===== src/rtl/dsr_pkg.sv =====
// Shared constants for the status, interrupt and output-port register bank.
package dsr_pkg;
  // Byte addresses of the word-aligned registers.
  localparam logic [7:0] ADDR_CHAN_A_LINE_STATUS = 8'h00;
  localparam logic [7:0] ADDR_CHAN_B_LINE_STATUS = 8'h04;
  localparam logic [7:0] ADDR_OUTPUT_PIN_SOURCE_CONFIG = 8'h08;
  localparam logic [7:0] ADDR_OUTPUT_PIN_LATCH = 8'h0C;
  localparam logic [7:0] ADDR_AUXILIARY_CONTROL = 8'h10;
  localparam logic [7:0] ADDR_INPUT_CHANGE_STATUS = 8'h14;
  localparam logic [7:0] ADDR_INTERRUPT_STATUS = 8'h18;
  localparam logic [7:0] ADDR_INTERRUPT_MASK = 8'h1C;
  localparam logic [7:0] ADDR_TIMER_PRESET_UPPER = 8'h20;
  localparam logic [7:0] ADDR_TIMER_PRESET_LOWER = 8'h24;
  localparam logic [7:0] ADDR_ERROR_RESET_CMD = 8'h28;

  // Reset value of every writable register.
  localparam logic [7:0] REG_RESET = 8'h00;

  // Field positions.
  localparam int AUX_BAUD_SET_BIT = 7;
  localparam int AUX_CT_MODE_LSB = 4;
  localparam int OCFG_PIN3_LSB = 2;
  localparam int OCFG_PIN2_LSB = 0;
  localparam int CMD_ERR_RESET_LSB = 0;

  // Pin 3 and pin 2 source selections.
  localparam logic [1:0] SRC_LATCH = 2'h0;
  localparam logic [1:0] SRC_ALT1 = 2'h1;
  localparam logic [1:0] SRC_ALT2 = 2'h2;

  // Receive FIFO depth.
  localparam int RX_FIFO_DEPTH = 4;
endpackage


===== src/rtl/dsr_err_fifo.sv =====
// Queue of receive error flags that travels alongside one channel's receive FIFO.
`timescale 1ns/1ps
module dsr_err_fifo
  import dsr_pkg::*;
#(
  parameter int DEPTH = RX_FIFO_DEPTH
) (
  input wire logic core_clk,
  input wire logic rst,
  input wire logic push,
  input wire logic [2:0] push_flags,
  input wire logic pop,
  input wire logic err_reset,
  input wire logic rx_reset,
  input wire logic block_mode,
  output logic [2:0] top_flags,
  output logic full,
  output logic not_empty
);
  localparam int PW = $clog2(DEPTH);
  localparam int CW = $clog2(DEPTH + 1);

  if (DEPTH < 2 || (1 << PW) != DEPTH) begin : g_bad_depth
    $error("dsr_err_fifo: DEPTH must be a power of two, at least 2");
  end

  typedef struct packed {
    logic [DEPTH-1:0][2:0] flags;
    logic [PW-1:0] wptr;
    logic [PW-1:0] rptr;
    logic [CW-1:0] cnt;
    logic [2:0] acc;
  } dsr_ef_state_t;

  dsr_ef_state_t s_reg;
  dsr_ef_state_t s_next;
  logic do_pop;
  logic do_push;
  logic [2:0] arriving;
  logic [PW-1:0] rptr_inc;

  always_comb begin
    s_next = s_reg;
    do_pop = pop && (s_reg.cnt != '0);
    do_push = push && ((s_reg.cnt != CW'(DEPTH)) || do_pop);
    rptr_inc = s_reg.rptr + 1'b1;
    arriving = 3'h0;
    if (do_push && ((s_reg.cnt == '0) || (do_pop && s_reg.cnt == CW'(1)))) begin
      arriving = push_flags;
    end else if (do_pop && s_reg.cnt > CW'(1)) begin
      arriving = s_reg.flags[rptr_inc];
    end
    if (err_reset || rx_reset) begin
      s_next.flags = '0;
      s_next.acc = 3'h0;
    end
    if (rx_reset) begin
      s_next.wptr = '0;
      s_next.rptr = '0;
      s_next.cnt = '0;
    end else begin
      if (do_pop) begin
        s_next.flags[s_reg.rptr] = 3'h0;
        s_next.rptr = rptr_inc;
      end
      if (do_push) begin
        s_next.flags[s_reg.wptr] = push_flags;
        s_next.wptr = s_reg.wptr + 1'b1;
      end
      if (do_push && !do_pop) begin
        s_next.cnt = s_reg.cnt + 1'b1;
      end else if (do_pop && !do_push) begin
        s_next.cnt = s_reg.cnt - 1'b1;
      end
      // A flag that reaches the top in the clearing cycle is kept.
      s_next.acc = s_next.acc | arriving;
    end
  end

  always_ff @(posedge core_clk) begin
    if (rst) begin
      s_reg <= '0;
    end else begin
      s_reg <= s_next;
    end
  end

  assign top_flags = block_mode ? s_reg.acc : s_reg.flags[s_reg.rptr];
  assign full = (s_reg.cnt == CW'(DEPTH));
  assign not_empty = (s_reg.cnt != '0);
endmodule // dsr_err_fifo


===== src/rtl/dsr_regs.sv =====
// Status, interrupt and output-port register bank on an AHB-Lite slave.
`timescale 1ns/1ps
module dsr_regs
  import dsr_pkg::*;
#(
  parameter int FIFO_DEPTH = RX_FIFO_DEPTH
) (
  input wire logic core_clk,
  input wire logic rst,
  input wire logic hsel,
  input wire logic [31:0] haddr,
  input wire logic [1:0] htrans,
  input wire logic hwrite,
  input wire logic [2:0] hsize,
  input wire logic hready,
  input wire logic [31:0] hwdata,
  output logic hreadyout,
  output logic hresp,
  output logic [31:0] hrdata,
  input wire logic [1:0] rx_push,
  input wire logic [1:0][2:0] rx_push_flags,
  input wire logic [1:0] rx_pop,
  input wire logic [1:0] rx_reset,
  input wire logic [1:0] error_block_mode,
  input wire logic [1:0] rx_int_full_sel,
  input wire logic [1:0] overrun,
  input wire logic [1:0] transmitter_empty,
  input wire logic [1:0] transmit_ready,
  input wire logic [1:0] break_change,
  input wire logic counter_ready,
  input wire logic counter_out,
  input wire logic chan_a_transmit_clock_16x,
  input wire logic chan_a_transmit_clock,
  input wire logic chan_a_receive_clock,
  input wire logic chan_b_transmit_clock,
  input wire logic chan_b_receive_clock,
  input wire logic [3:0] input_pin,
  output logic [7:0] output_pin,
  output logic [1:0] fifo_full,
  output logic [1:0] receive_ready,
  output logic irq,
  output logic baud_set_sel,
  output logic [2:0] counter_mode,
  output logic [15:0] timer_preset
);
  // Queue pointers wrap by plain binary overflow, so the depth must be a power of two.
  if (FIFO_DEPTH < 2 || (FIFO_DEPTH & (FIFO_DEPTH - 1)) != 0) begin : g_bad_fifo_depth
    $error("dsr_regs: FIFO_DEPTH must be a power of two, at least 2");
  end

  // All state apart from the error queues lives in one struct, so reset and hold are written once.
  typedef struct packed {
    logic [7:0] ocfg;
    logic [7:0] olatch;
    logic [7:0] aux;
    logic [7:0] interrupt_mask;
    logic [7:0] interrupt_status;
    logic [7:0] ctu;
    logic [7:0] ctl;
    logic [3:0] delta;
    logic [3:0] in_s1;
    logic [3:0] in_s2;
    logic [3:0] in_s3;
    logic [7:0] src_prev;
    logic [7:0] addr_r;
    logic wr_pend;
    logic rd_pend;
    logic [31:0] rdata;
    logic irq;
    logic [7:0] opin;
  } dsr_state_t;

  dsr_state_t s_reg;
  dsr_state_t s_next;

  logic [1:0][2:0] top_flags;
  logic [1:0] err_reset;
  logic [1:0] rx_sel;
  logic [1:0][7:0] line_status;
  logic [7:0] int_src;
  logic [7:0] int_set;
  logic [7:0] rd_byte;
  logic [3:0] in_change;
  logic accept;
  logic wr_now;

  // Bus write lands in the data phase, so the command decodes from hwdata here.
  assign wr_now = s_reg.wr_pend;
  // Only haddr[7:2] is decoded, so the map repeats every 256 bytes.
  assign accept = hsel && hready && htrans[1];

  // Each channel's bit of the command word clears that channel's queued flags.
  always_comb begin
    err_reset = 2'h0;
    if (wr_now && s_reg.addr_r == ADDR_ERROR_RESET_CMD) begin
      err_reset = hwdata[CMD_ERR_RESET_LSB +: 2];
    end
  end

  // One error queue per channel; they share no state, so resetting one spares the other.
  for (genvar ch = 0; ch < 2; ch++) begin : g_chan
    dsr_err_fifo #(
      .DEPTH(FIFO_DEPTH)
    ) u_err_fifo (
      .core_clk(core_clk),
      .rst(rst),
      .push(rx_push[ch]),
      .push_flags(rx_push_flags[ch]),
      .pop(rx_pop[ch]),
      .err_reset(err_reset[ch]),
      .rx_reset(rx_reset[ch]),
      .block_mode(error_block_mode[ch]),
      .top_flags(top_flags[ch]),
      .full(fifo_full[ch]),
      .not_empty(receive_ready[ch])
    );
    // Error flags from the queue sit above the live channel status.
    assign line_status[ch] = {top_flags[ch],
                              overrun[ch],
                              transmitter_empty[ch],
                              transmit_ready[ch],
                              fifo_full[ch],
                              receive_ready[ch]};
    assign rx_sel[ch] = rx_int_full_sel[ch] ? fifo_full[ch] : receive_ready[ch];
  end

  // Change flags only raise the input-port interrupt where enabled.
  assign in_change = s_reg.in_s2 ^ s_reg.in_s3;

  // Level sources of the interrupt status, bit 7 down to bit 0.
  assign int_src = {|(s_reg.delta & s_reg.aux[3:0]),
                    1'b0,
                    rx_sel[1],
                    transmit_ready[1],
                    1'b0,
                    1'b0,
                    rx_sel[0],
                    transmit_ready[0]};

  // Level sources set on their rising edge; break and counter events are pulses.
  always_comb begin
    int_set = int_src & ~s_reg.src_prev;
    int_set[6] = break_change[1];
    int_set[3] = counter_ready;
    int_set[2] = break_change[0];
  end

  // Unmapped offsets read as zero rather than aliasing a real register.
  always_comb begin
    case (s_reg.addr_r)
      ADDR_CHAN_A_LINE_STATUS: begin
        rd_byte = line_status[0];
      end
      ADDR_CHAN_B_LINE_STATUS: begin
        rd_byte = line_status[1];
      end
      ADDR_OUTPUT_PIN_SOURCE_CONFIG: begin
        rd_byte = s_reg.ocfg;
      end
      ADDR_OUTPUT_PIN_LATCH: begin
        rd_byte = s_reg.olatch;
      end
      ADDR_AUXILIARY_CONTROL: begin
        rd_byte = s_reg.aux;
      end
      ADDR_INPUT_CHANGE_STATUS: begin
        rd_byte = {s_reg.delta, s_reg.in_s2};
      end
      ADDR_INTERRUPT_STATUS: begin
        rd_byte = s_reg.interrupt_status;
      end
      ADDR_INTERRUPT_MASK: begin
        rd_byte = s_reg.interrupt_mask;
      end
      ADDR_TIMER_PRESET_UPPER: begin
        rd_byte = s_reg.ctu;
      end
      ADDR_TIMER_PRESET_LOWER: begin
        rd_byte = s_reg.ctl;
      end
      default: begin
        rd_byte = 8'h00;
      end
    endcase
  end

  always_comb begin
    s_next = s_reg;

    // Input pins come from outside the clock domain.
    s_next.in_s1 = input_pin;
    s_next.in_s2 = s_reg.in_s1;
    s_next.in_s3 = s_reg.in_s2;

    // Bus address phase. A read waits one cycle so it sees a write landing now.
    s_next.wr_pend = 1'b0;
    s_next.rd_pend = 1'b0;
    if (accept) begin
      s_next.addr_r = {haddr[7:2], 2'b00};
      s_next.wr_pend = hwrite;
      s_next.rd_pend = !hwrite;
    end

    // Read capture; reading the input change register clears its change flags.
    if (s_reg.rd_pend) begin
      s_next.rdata = {24'h000000, rd_byte};
      if (s_reg.addr_r == ADDR_INPUT_CHANGE_STATUS) begin
        s_next.delta = 4'h0;
      end
      // Reading a status register does not pop the queue; popping is the receiver's job.
      if (s_reg.addr_r == ADDR_CHAN_A_LINE_STATUS) begin
        s_next.rdata = {24'h000000, line_status[0]};
      end
    end

    // Register writes in the data phase.
    if (wr_now) begin
      case (s_reg.addr_r)
        ADDR_OUTPUT_PIN_SOURCE_CONFIG: begin
          s_next.ocfg = hwdata[7:0];
        end
        ADDR_OUTPUT_PIN_LATCH: begin
          s_next.olatch = hwdata[7:0];
        end
        ADDR_AUXILIARY_CONTROL: begin
          s_next.aux = hwdata[7:0];
        end
        ADDR_INTERRUPT_STATUS: begin
          s_next.interrupt_status = s_reg.interrupt_status & ~hwdata[7:0];
        end
        ADDR_INTERRUPT_MASK: begin
          s_next.interrupt_mask = hwdata[7:0];
        end
        ADDR_TIMER_PRESET_UPPER: begin
          s_next.ctu = hwdata[7:0];
        end
        ADDR_TIMER_PRESET_LOWER: begin
          s_next.ctl = hwdata[7:0];
        end
        ADDR_CHAN_A_LINE_STATUS, ADDR_CHAN_B_LINE_STATUS, ADDR_INPUT_CHANGE_STATUS: begin
          // Status registers are read-only; a write to them changes nothing.
          s_next.ocfg = s_reg.ocfg;
        end
        default: begin
          s_next.ocfg = s_reg.ocfg;
        end
      endcase
    end

    // Change detection; a change in the clearing cycle is kept.
    s_next.delta = s_next.delta | in_change;

    // Sticky interrupt status; setting wins over a write-one clear.
    s_next.src_prev = int_src;
    s_next.interrupt_status = s_next.interrupt_status | int_set;
    // The request is registered from the next status and mask, so it changes in the same cycle as the status and never glitches.
    s_next.irq = |(s_next.interrupt_status & s_next.interrupt_mask);

    // Output pin sources before inversion.
    s_next.opin = s_next.olatch;
    if (s_next.ocfg[7]) begin
      s_next.opin[7] = transmit_ready[1];
    end
    if (s_next.ocfg[6]) begin
      s_next.opin[6] = transmit_ready[0];
    end
    if (s_next.ocfg[5]) begin
      s_next.opin[5] = rx_sel[1];
    end
    if (s_next.ocfg[4]) begin
      s_next.opin[4] = rx_sel[0];
    end
    case (s_next.ocfg[OCFG_PIN3_LSB +: 2])
      SRC_LATCH: begin
        s_next.opin[3] = s_next.olatch[3];
      end
      SRC_ALT1: begin
        s_next.opin[3] = counter_out;
      end
      SRC_ALT2: begin
        s_next.opin[3] = chan_b_transmit_clock;
      end
      default: begin
        s_next.opin[3] = chan_b_receive_clock;
      end
    endcase
    case (s_next.ocfg[OCFG_PIN2_LSB +: 2])
      SRC_LATCH: begin
        s_next.opin[2] = s_next.olatch[2];
      end
      SRC_ALT1: begin
        s_next.opin[2] = chan_a_transmit_clock_16x;
      end
      SRC_ALT2: begin
        s_next.opin[2] = chan_a_transmit_clock;
      end
      default: begin
        s_next.opin[2] = chan_a_receive_clock;
      end
    endcase
  end

  // Reset is synchronous and clears the pin sources, so the pins read high from then on.
  always_ff @(posedge core_clk) begin
    if (rst) begin
      s_reg <= '0;
      s_reg.ocfg <= REG_RESET;
      s_reg.olatch <= REG_RESET;
      s_reg.aux <= REG_RESET;
      s_reg.interrupt_mask <= REG_RESET;
    end else begin
      s_reg <= s_next;
    end
  end

  // Inversion happens after the source mux, so routed signals come out inverted too.
  assign output_pin = ~s_reg.opin;
  // A read holds the bus one cycle so its data comes from a flop, not from the decode.
  assign hreadyout = !s_reg.rd_pend;
  // Every transfer completes with an OKAY response; no access is refused.
  assign hresp = 1'b0;
  assign hrdata = s_reg.rdata;
  assign irq = s_reg.irq;
  assign baud_set_sel = s_reg.aux[AUX_BAUD_SET_BIT];
  assign counter_mode = s_reg.aux[AUX_CT_MODE_LSB +: 3];
  assign timer_preset = {s_reg.ctu, s_reg.ctl};
endmodule // dsr_regs


===== config.mk =====
export PLATFORM = sky130hd
export DESIGN_NAME = dsr_regs
export DESIGN_NICKNAME = d
export VERILOG_FILES = /design/src/rtl/dsr_pkg.sv /design/src/rtl/dsr_err_fifo.sv /design/src/rtl/dsr_regs.sv
export SDC_FILE = /design/constraint.sdc
export NUM_CORES = 1
export LEC_CHECK = 0
export BUFFER_PORTS_ARGS = -buffer_cell sky130_fd_sc_hd__buf_2
export CAP_MARGIN = 20
export CORE_MARGIN = 5
export CORE_UTILIZATION = 45
export CTS_BUF_LIST = sky130_fd_sc_hd__clkbuf_8
export DETAILED_ROUTE_END_ITERATION = 16
export GPL_ROUTABILITY_DRIVEN = 1
export HOLD_SLACK_MARGIN = 0.15
export MAX_ROUTING_LAYER = met4
export PLACE_DENSITY = 0.68
export REMOVE_ABC_BUFFERS = 1
export SLEW_MARGIN = 20
export SYNTH_ARGS = -nofsm -noshare
export SYNTH_HDL_FRONTEND = slang
export SYNTH_HIERARCHICAL = 1
export SYNTH_SLANG_ARGS = --single-unit

===== constraint.sdc =====
create_clock -name core_clk -period 5.55 [get_ports core_clk]
set_input_delay 1.665 -clock core_clk [delete_from_list [all_inputs] [get_ports core_clk]]
set_output_delay 1.665 -clock core_clk [all_outputs]
set_load 0.01 [all_outputs]

### Word level (Yosys, flattened, before mapping)

Cells that the tools add are included.

* $add $sub $neg: 8
* order comparisons: 12
* eq/ne operators: 20
* mux-type cells: 63
* bitwise logic cells: 17
* reductions and logical operators: 50

Operator list (number)
* $mux W12: 8
* $pmux W8 S9: 1
* $mux W3: 22
* $mux W8: 8
* $mux W56: 1
* $mux W14: 2
* $and A12 B12 Y12: 2
* $and A8 B8 Y8: 3
* $bmux W3 S2: 4
* $bwmux W12: 2
* $demux W3 S2: 4
* $eq A6 B3 Y1 const B: 4
* $not A12 Y12: 2
* $not A8 Y8: 3
* $logic_and A1 B1 Y1: 21
* $eq A6 B4 Y1 const B: 3
* $lt A2 B3 Y1 const B: 6
* $eq A6 B2 Y1 const B: 2
* $add A2 B1 Y2 const B: 4
* $ge A2 B1 Y1 const B: 4
* $logic_not A8 Y1: 1
* $mux W4: 2
* $or A8 B8 Y8: 1
* $reduce_or A8 Y1: 1
* other kinds (26): 59

* register bits: 173
* input bits: 109
* output and inout bits: 67
* word-level logic and storage cells: 205

### Logic depth before layout (Yosys ltp)

* depth in word-level cells: 11
* mapped depth: 10
* gate-level depth less buffers: 8

### Cells and area by module

Netlist, hierarchy kept.

Modules (own cells, without submodules)
* dsr_regs: instances 1, cells each 512, area an instance 4658.2 µm², seq. area each 2001.9 µm²
* dsr_err_fifo: instances 2, cells each 159, area an instance 1508.9 µm², seq. area each 440.4 µm²

### Worst setup path after synthesis

OpenSTA, ideal clock, no wires.

* path kind: register to output
* from: register g_chan[0].u_err_fifo/s_reg[3] (netlist name)
* to: output port receive_ready[0]
* arrival: 1134 ps
* required time: 3885 ps
* setup slack: 2751 ps
* stages on the path, launching flop included: 7
* path buffers: 3
* cells stage by stage: dfxtp_1 inv_1 ha_1 buf_4 nand2b_4 buf_6 buf_4

RTL lines
* start, declared: line dsr_err_fifo.sv:35 `dsr_ef_state_t s_reg;`
* start signal, assigned: line dsr_err_fifo.sv:84 `s_reg <= s_next;`
* end, declared: line dsr_regs.sv:40 `output logic [1:0] receive_ready,`

### Worst setup path after layout

* from: register g_chan[1].u_err_fifo/s_reg[4] (netlist name)
* to: output port fifo_full[1]

* longest elaborated chain between the ends: 1

RTL lines
* start, declared: line dsr_err_fifo.sv:35
* start signal, assigned: line dsr_err_fifo.sv:84
* $eq A3 B3 Y1: line dsr_err_fifo.sv:89 `assign full = (s_reg.cnt == CW'(DEPTH));`
* end, declared: line dsr_regs.sv:39 `output logic [1:0] fifo_full,`

No other way between the ends.

==> reports/qor.yml <==
largest_reg_flops: 62
wl_um: 19100
cts_buffers: 17
postCtsHoldBufs: 0
swShare_pct: 26.96
crit_required_ns: 3.88
htree_levels: 4
dpl_cell_area_mm2: 0.007905
p_int_mw: 1.582
crit_path_start: "g_chan[1].u_err_fifo/s_reg[4]"
worst_slew_pin_slew_ns: 0.8404
rr_startpoint: "s_reg[45]"
rsz0062_at_grt: "no"
track_usage_pct: 19.56
vias_per_cell: 5.445
post_route_cells_drive_above_1_share_pct: 20.11
reg2regPathDepth: 8
endpoint_kind: "output port"
routabilityCongestion: 0.8833
synth.distinct_cells: 60
fmax_mhz: 280.9
synthCells: 830
r2r_setup_slack_ns: 2.87
antenna_left: 0
ys_ff_latch: 144
wl_met3_um: 1267
clk_latency_ns: 0.46
root_buffer: "clkbuf_8"
fin_nets: 1006
stdcell_area_mm2: 0.008309
seq_power_share_pct: 49.6
ys_warn_count: 6
path_cells: "inv_1 -> ha_1 -> and2_1 -> buf_2"
yosysSeqAreaShare_pct: 37.56
cellLeakagePower_nw: 3.251
async_flop_share_pct: 0
outcome: "finished clean"
drc_errors: 0
grt_pass1_vias: 5706
cp.arrival_ns: 1.89
vdd_drop_max_v: 0.0001329
route.met2.wl_um: 8858
hold_end: "s_next[62]"
die_w_um: 140.6
cts_buffer_depth: 2
cts_resized: 0
powerDensity_mw_per_mm2: 260.6
route.layer.met1.wl_um: 8606
setup_tns_ns: 0
min_period_ns: 3.560
synthToLayoutAreaGrowth_pct: 8.248
pre_cts_slack_ns: 2.445
setup_slack_ns: 1.990
cp_slowest_cell: "ha_1"
cts_tree: "built"
synth_ff_type: "dfxtp_1"
reg2reg_to: "g_chan[1].u_err_fifo/s_reg[11]"
topRoutingLayerUsed: "met4"
clk_pin_slew_ns: 0.08
totalPowerFinal_mw: 2.166
dp_hpwl_um: 13840
critical_path.max_stage_delay_ns: 0.48
syn_avg_cell_area_um2: 9.248
wl_per_cell_um: 17.26
grt_overflow: 0
num_rows: 47
critPathLaunchType: "flip-flop"
dieArea_mm2: 0.01977
drtIter0Drc: 422
port_buffers: 96
synth-edff-count: 0
num_vias: 6022
combPwrFrac_pct: 10.6
crit_fanout: 10
post_cts_buffers: 0
setup_viol: 0
hp-start: "s_next[66]"
switchingPower_uw: 584.0
syn_area_mm2: 0.007676
start_util_pct: 46.12
io_pins: 176
drv_slew: 0
nFillCells: 1579
final.setup_skew_ns: 0.01296
die_h_um: 140.6
hold_slack_ns: 0.4451
antenna_found_initial: 1
hold_depth: 1
first_pass_iters: 5
path_class: "reg -> out"
min_path_type: "reg -> reg"
grt_pass1_wl_um: 30250
maxSlewHeadroom_pct: 43.90
grt_max_degree: 74
cp_top_family: "adder cells"
finalHoldViolCount: 0
core_mm2: 0.01664
cts.sinks: 144
p_clk_share_pct: 39.8
worst-path-buf-inv: 2
maxCapViolCount: 0
fin_crit_sh_pct: 64.14
==> synthesized netlist by cell type (2+ instances only) <==
cell type | number | area [um^2]
o221ai_1 | 2 | 17.52
a22oi_1 | 11 | 82.58
buf_6 | 7 | 78.83
mux2i_1 | 39 | 390.4
a21boi_0 | 2 | 15.01
nor2_1 | 77 | 289.0
buf_4 | 60 | 450.4
a21oi_1 | 70 | 350.3
xnor2_1 | 8 | 70.07
nand2b_4 | 2 | 27.53
nand3b_1 | 21 | 157.7
a222oi_1 | 2 | 20.02
o22a_1 | 4 | 35.03
a31oi_1 | 3 | 18.77
nand2b_1 | 2 | 12.51
a221oi_1 | 5 | 43.79
o22ai_1 | 12 | 75.07
mux4_2 | 13 | 292.8
dfxtp_1 | 144 | 2883
nand3_1 | 48 | 240.2
mux2_2 | 8 | 90.09
buf_1 | 5 | 18.77
nor2b_1 | 21 | 131.4
or2_2 | 4 | 25.02
a311oi_1 | 7 | 61.31
and2_1 | 6 | 37.54
a21o_1 | 2 | 15.01
nand3b_4 | 2 | 40.04
o211ai_1 | 2 | 15.01
a221oi_2 | 2 | 30.03
o21ai_0 | 17 | 85.08
mux4_1 | 8 | 210.2
inv_1 | 30 | 112.6
buf_2 | 15 | 75.07
and3_1 | 13 | 81.33
a22o_1 | 3 | 26.28
nor3b_1 | 2 | 15.01
ha_1 | 24 | 300.3
nand2_1 | 80 | 300.3
clkbuf_1 | 15 | 56.30
xor2_1 | 4 | 35.03
a211oi_1 | 2 | 15.01
a211o_1 | 2 | 17.52
a31oi_4 | 8 | 170.2
==> power by group through the flow <==
stage          combinational, mW  clock [mW]  sequential, mW
2_1_floorplan              0.134           0            1.09
3_3_place_gp               0.226           0            1.10
3_5_place_dp               0.229           0            1.10
4_1_cts                    0.229       0.874            1.07
5_1_grt                    0.251       0.920            1.08
6_report                   0.230       0.862            1.07
==> worst max path at each step <==
stage               cells after the start                            end
global route                            4                   fifo_full[1]
floorplan                               5                            irq
global placement                        5                       s_reg[3]
CTS                                     4                   fifo_full[1]
detailed placement                      3  g_chan[0].u_err_fifo/s_reg[1]
finish                                  4                   fifo_full[1]
==> cell families after synthesis <==
| logic type | after synthesis | share of synthesized area (%) |
|---|---|---|
| muxes | 68 | 12.81 |
| other | 1 | 0.04885 |
| DFF | 144 | 37.55 |
| adders and majority gates | 24 | 3.912 |
| AOI/OAI and AO/OA | 160 | 14.77 |
| buffers and inverters | 132 | 10.32 |
| xor gates and xnor gates | 12 | 1.369 |
| and+or+nand+nor | 289 | 19.22 |
==> metrics by stage <==
stage               instances  util (%)
floorplan                 752         -
global placement         1074     47.50
detailed placement       1074     47.50
CTS                      1105     49.91
global route             1106     49.93
finish                   1106     49.93
==> placed cells by master (no fill, tap or decap), drive strengths merged, types with 21 or more instances in the layout <==
cell | Yosys | layout
a21oi | 70 | 70
buf | 87 | 102
conb | 1 | 25
dfxtp | 144 | 144
ha | 24 | 24
inv | 30 | 35
mux2i | 39 | 39
mux4 | 21 | 21
nand2 | 81 | 81
nand3 | 48 | 48
nand3b | 23 | 23
nor2 | 78 | 78
nor2b | 21 | 21
==> worst reg2reg max path, stage by stage, from the launching register on <==
cell	delay [ns]
dfxtp_1	0.87
buf_4	0.34
nand3b_1	0.28
nor2_1	0.08
and2_1	0.19
or2_2	0.38
a31oi_4	0.21
nand3b_1	0.10
a21oi_1	0.16
==> layout make-up <==
cell class | count | area [um^2] | share of cell area (%)
clock inverter | 14 | 167.7 | 2.018
sequential | 144 | 2883 | 34.69
multi-input combinational | 578 | 4106 | 49.42
timing repair buffer | 102 | 528.0 | 6.354
tap | 220 | 275.3 | 3.313
antenna | 1 | 2.502 | 0.03012
clock buffer | 17 | 234.0 | 2.816
inverter | 30 | 112.6 | 1.355
==> layer usage <==
| metal | vias to the layer above | global-route usage, % |
|---|---|---|
| li1 | 2939 | - |
| met1 | 2847 | 26.03 |
| met2 | 202 | 29.99 |
| met3 | 34 | 3.759 |
| met4 | 0 | 6.731 |
| met5 | - | - |
(Power assumes the default switching activity.)
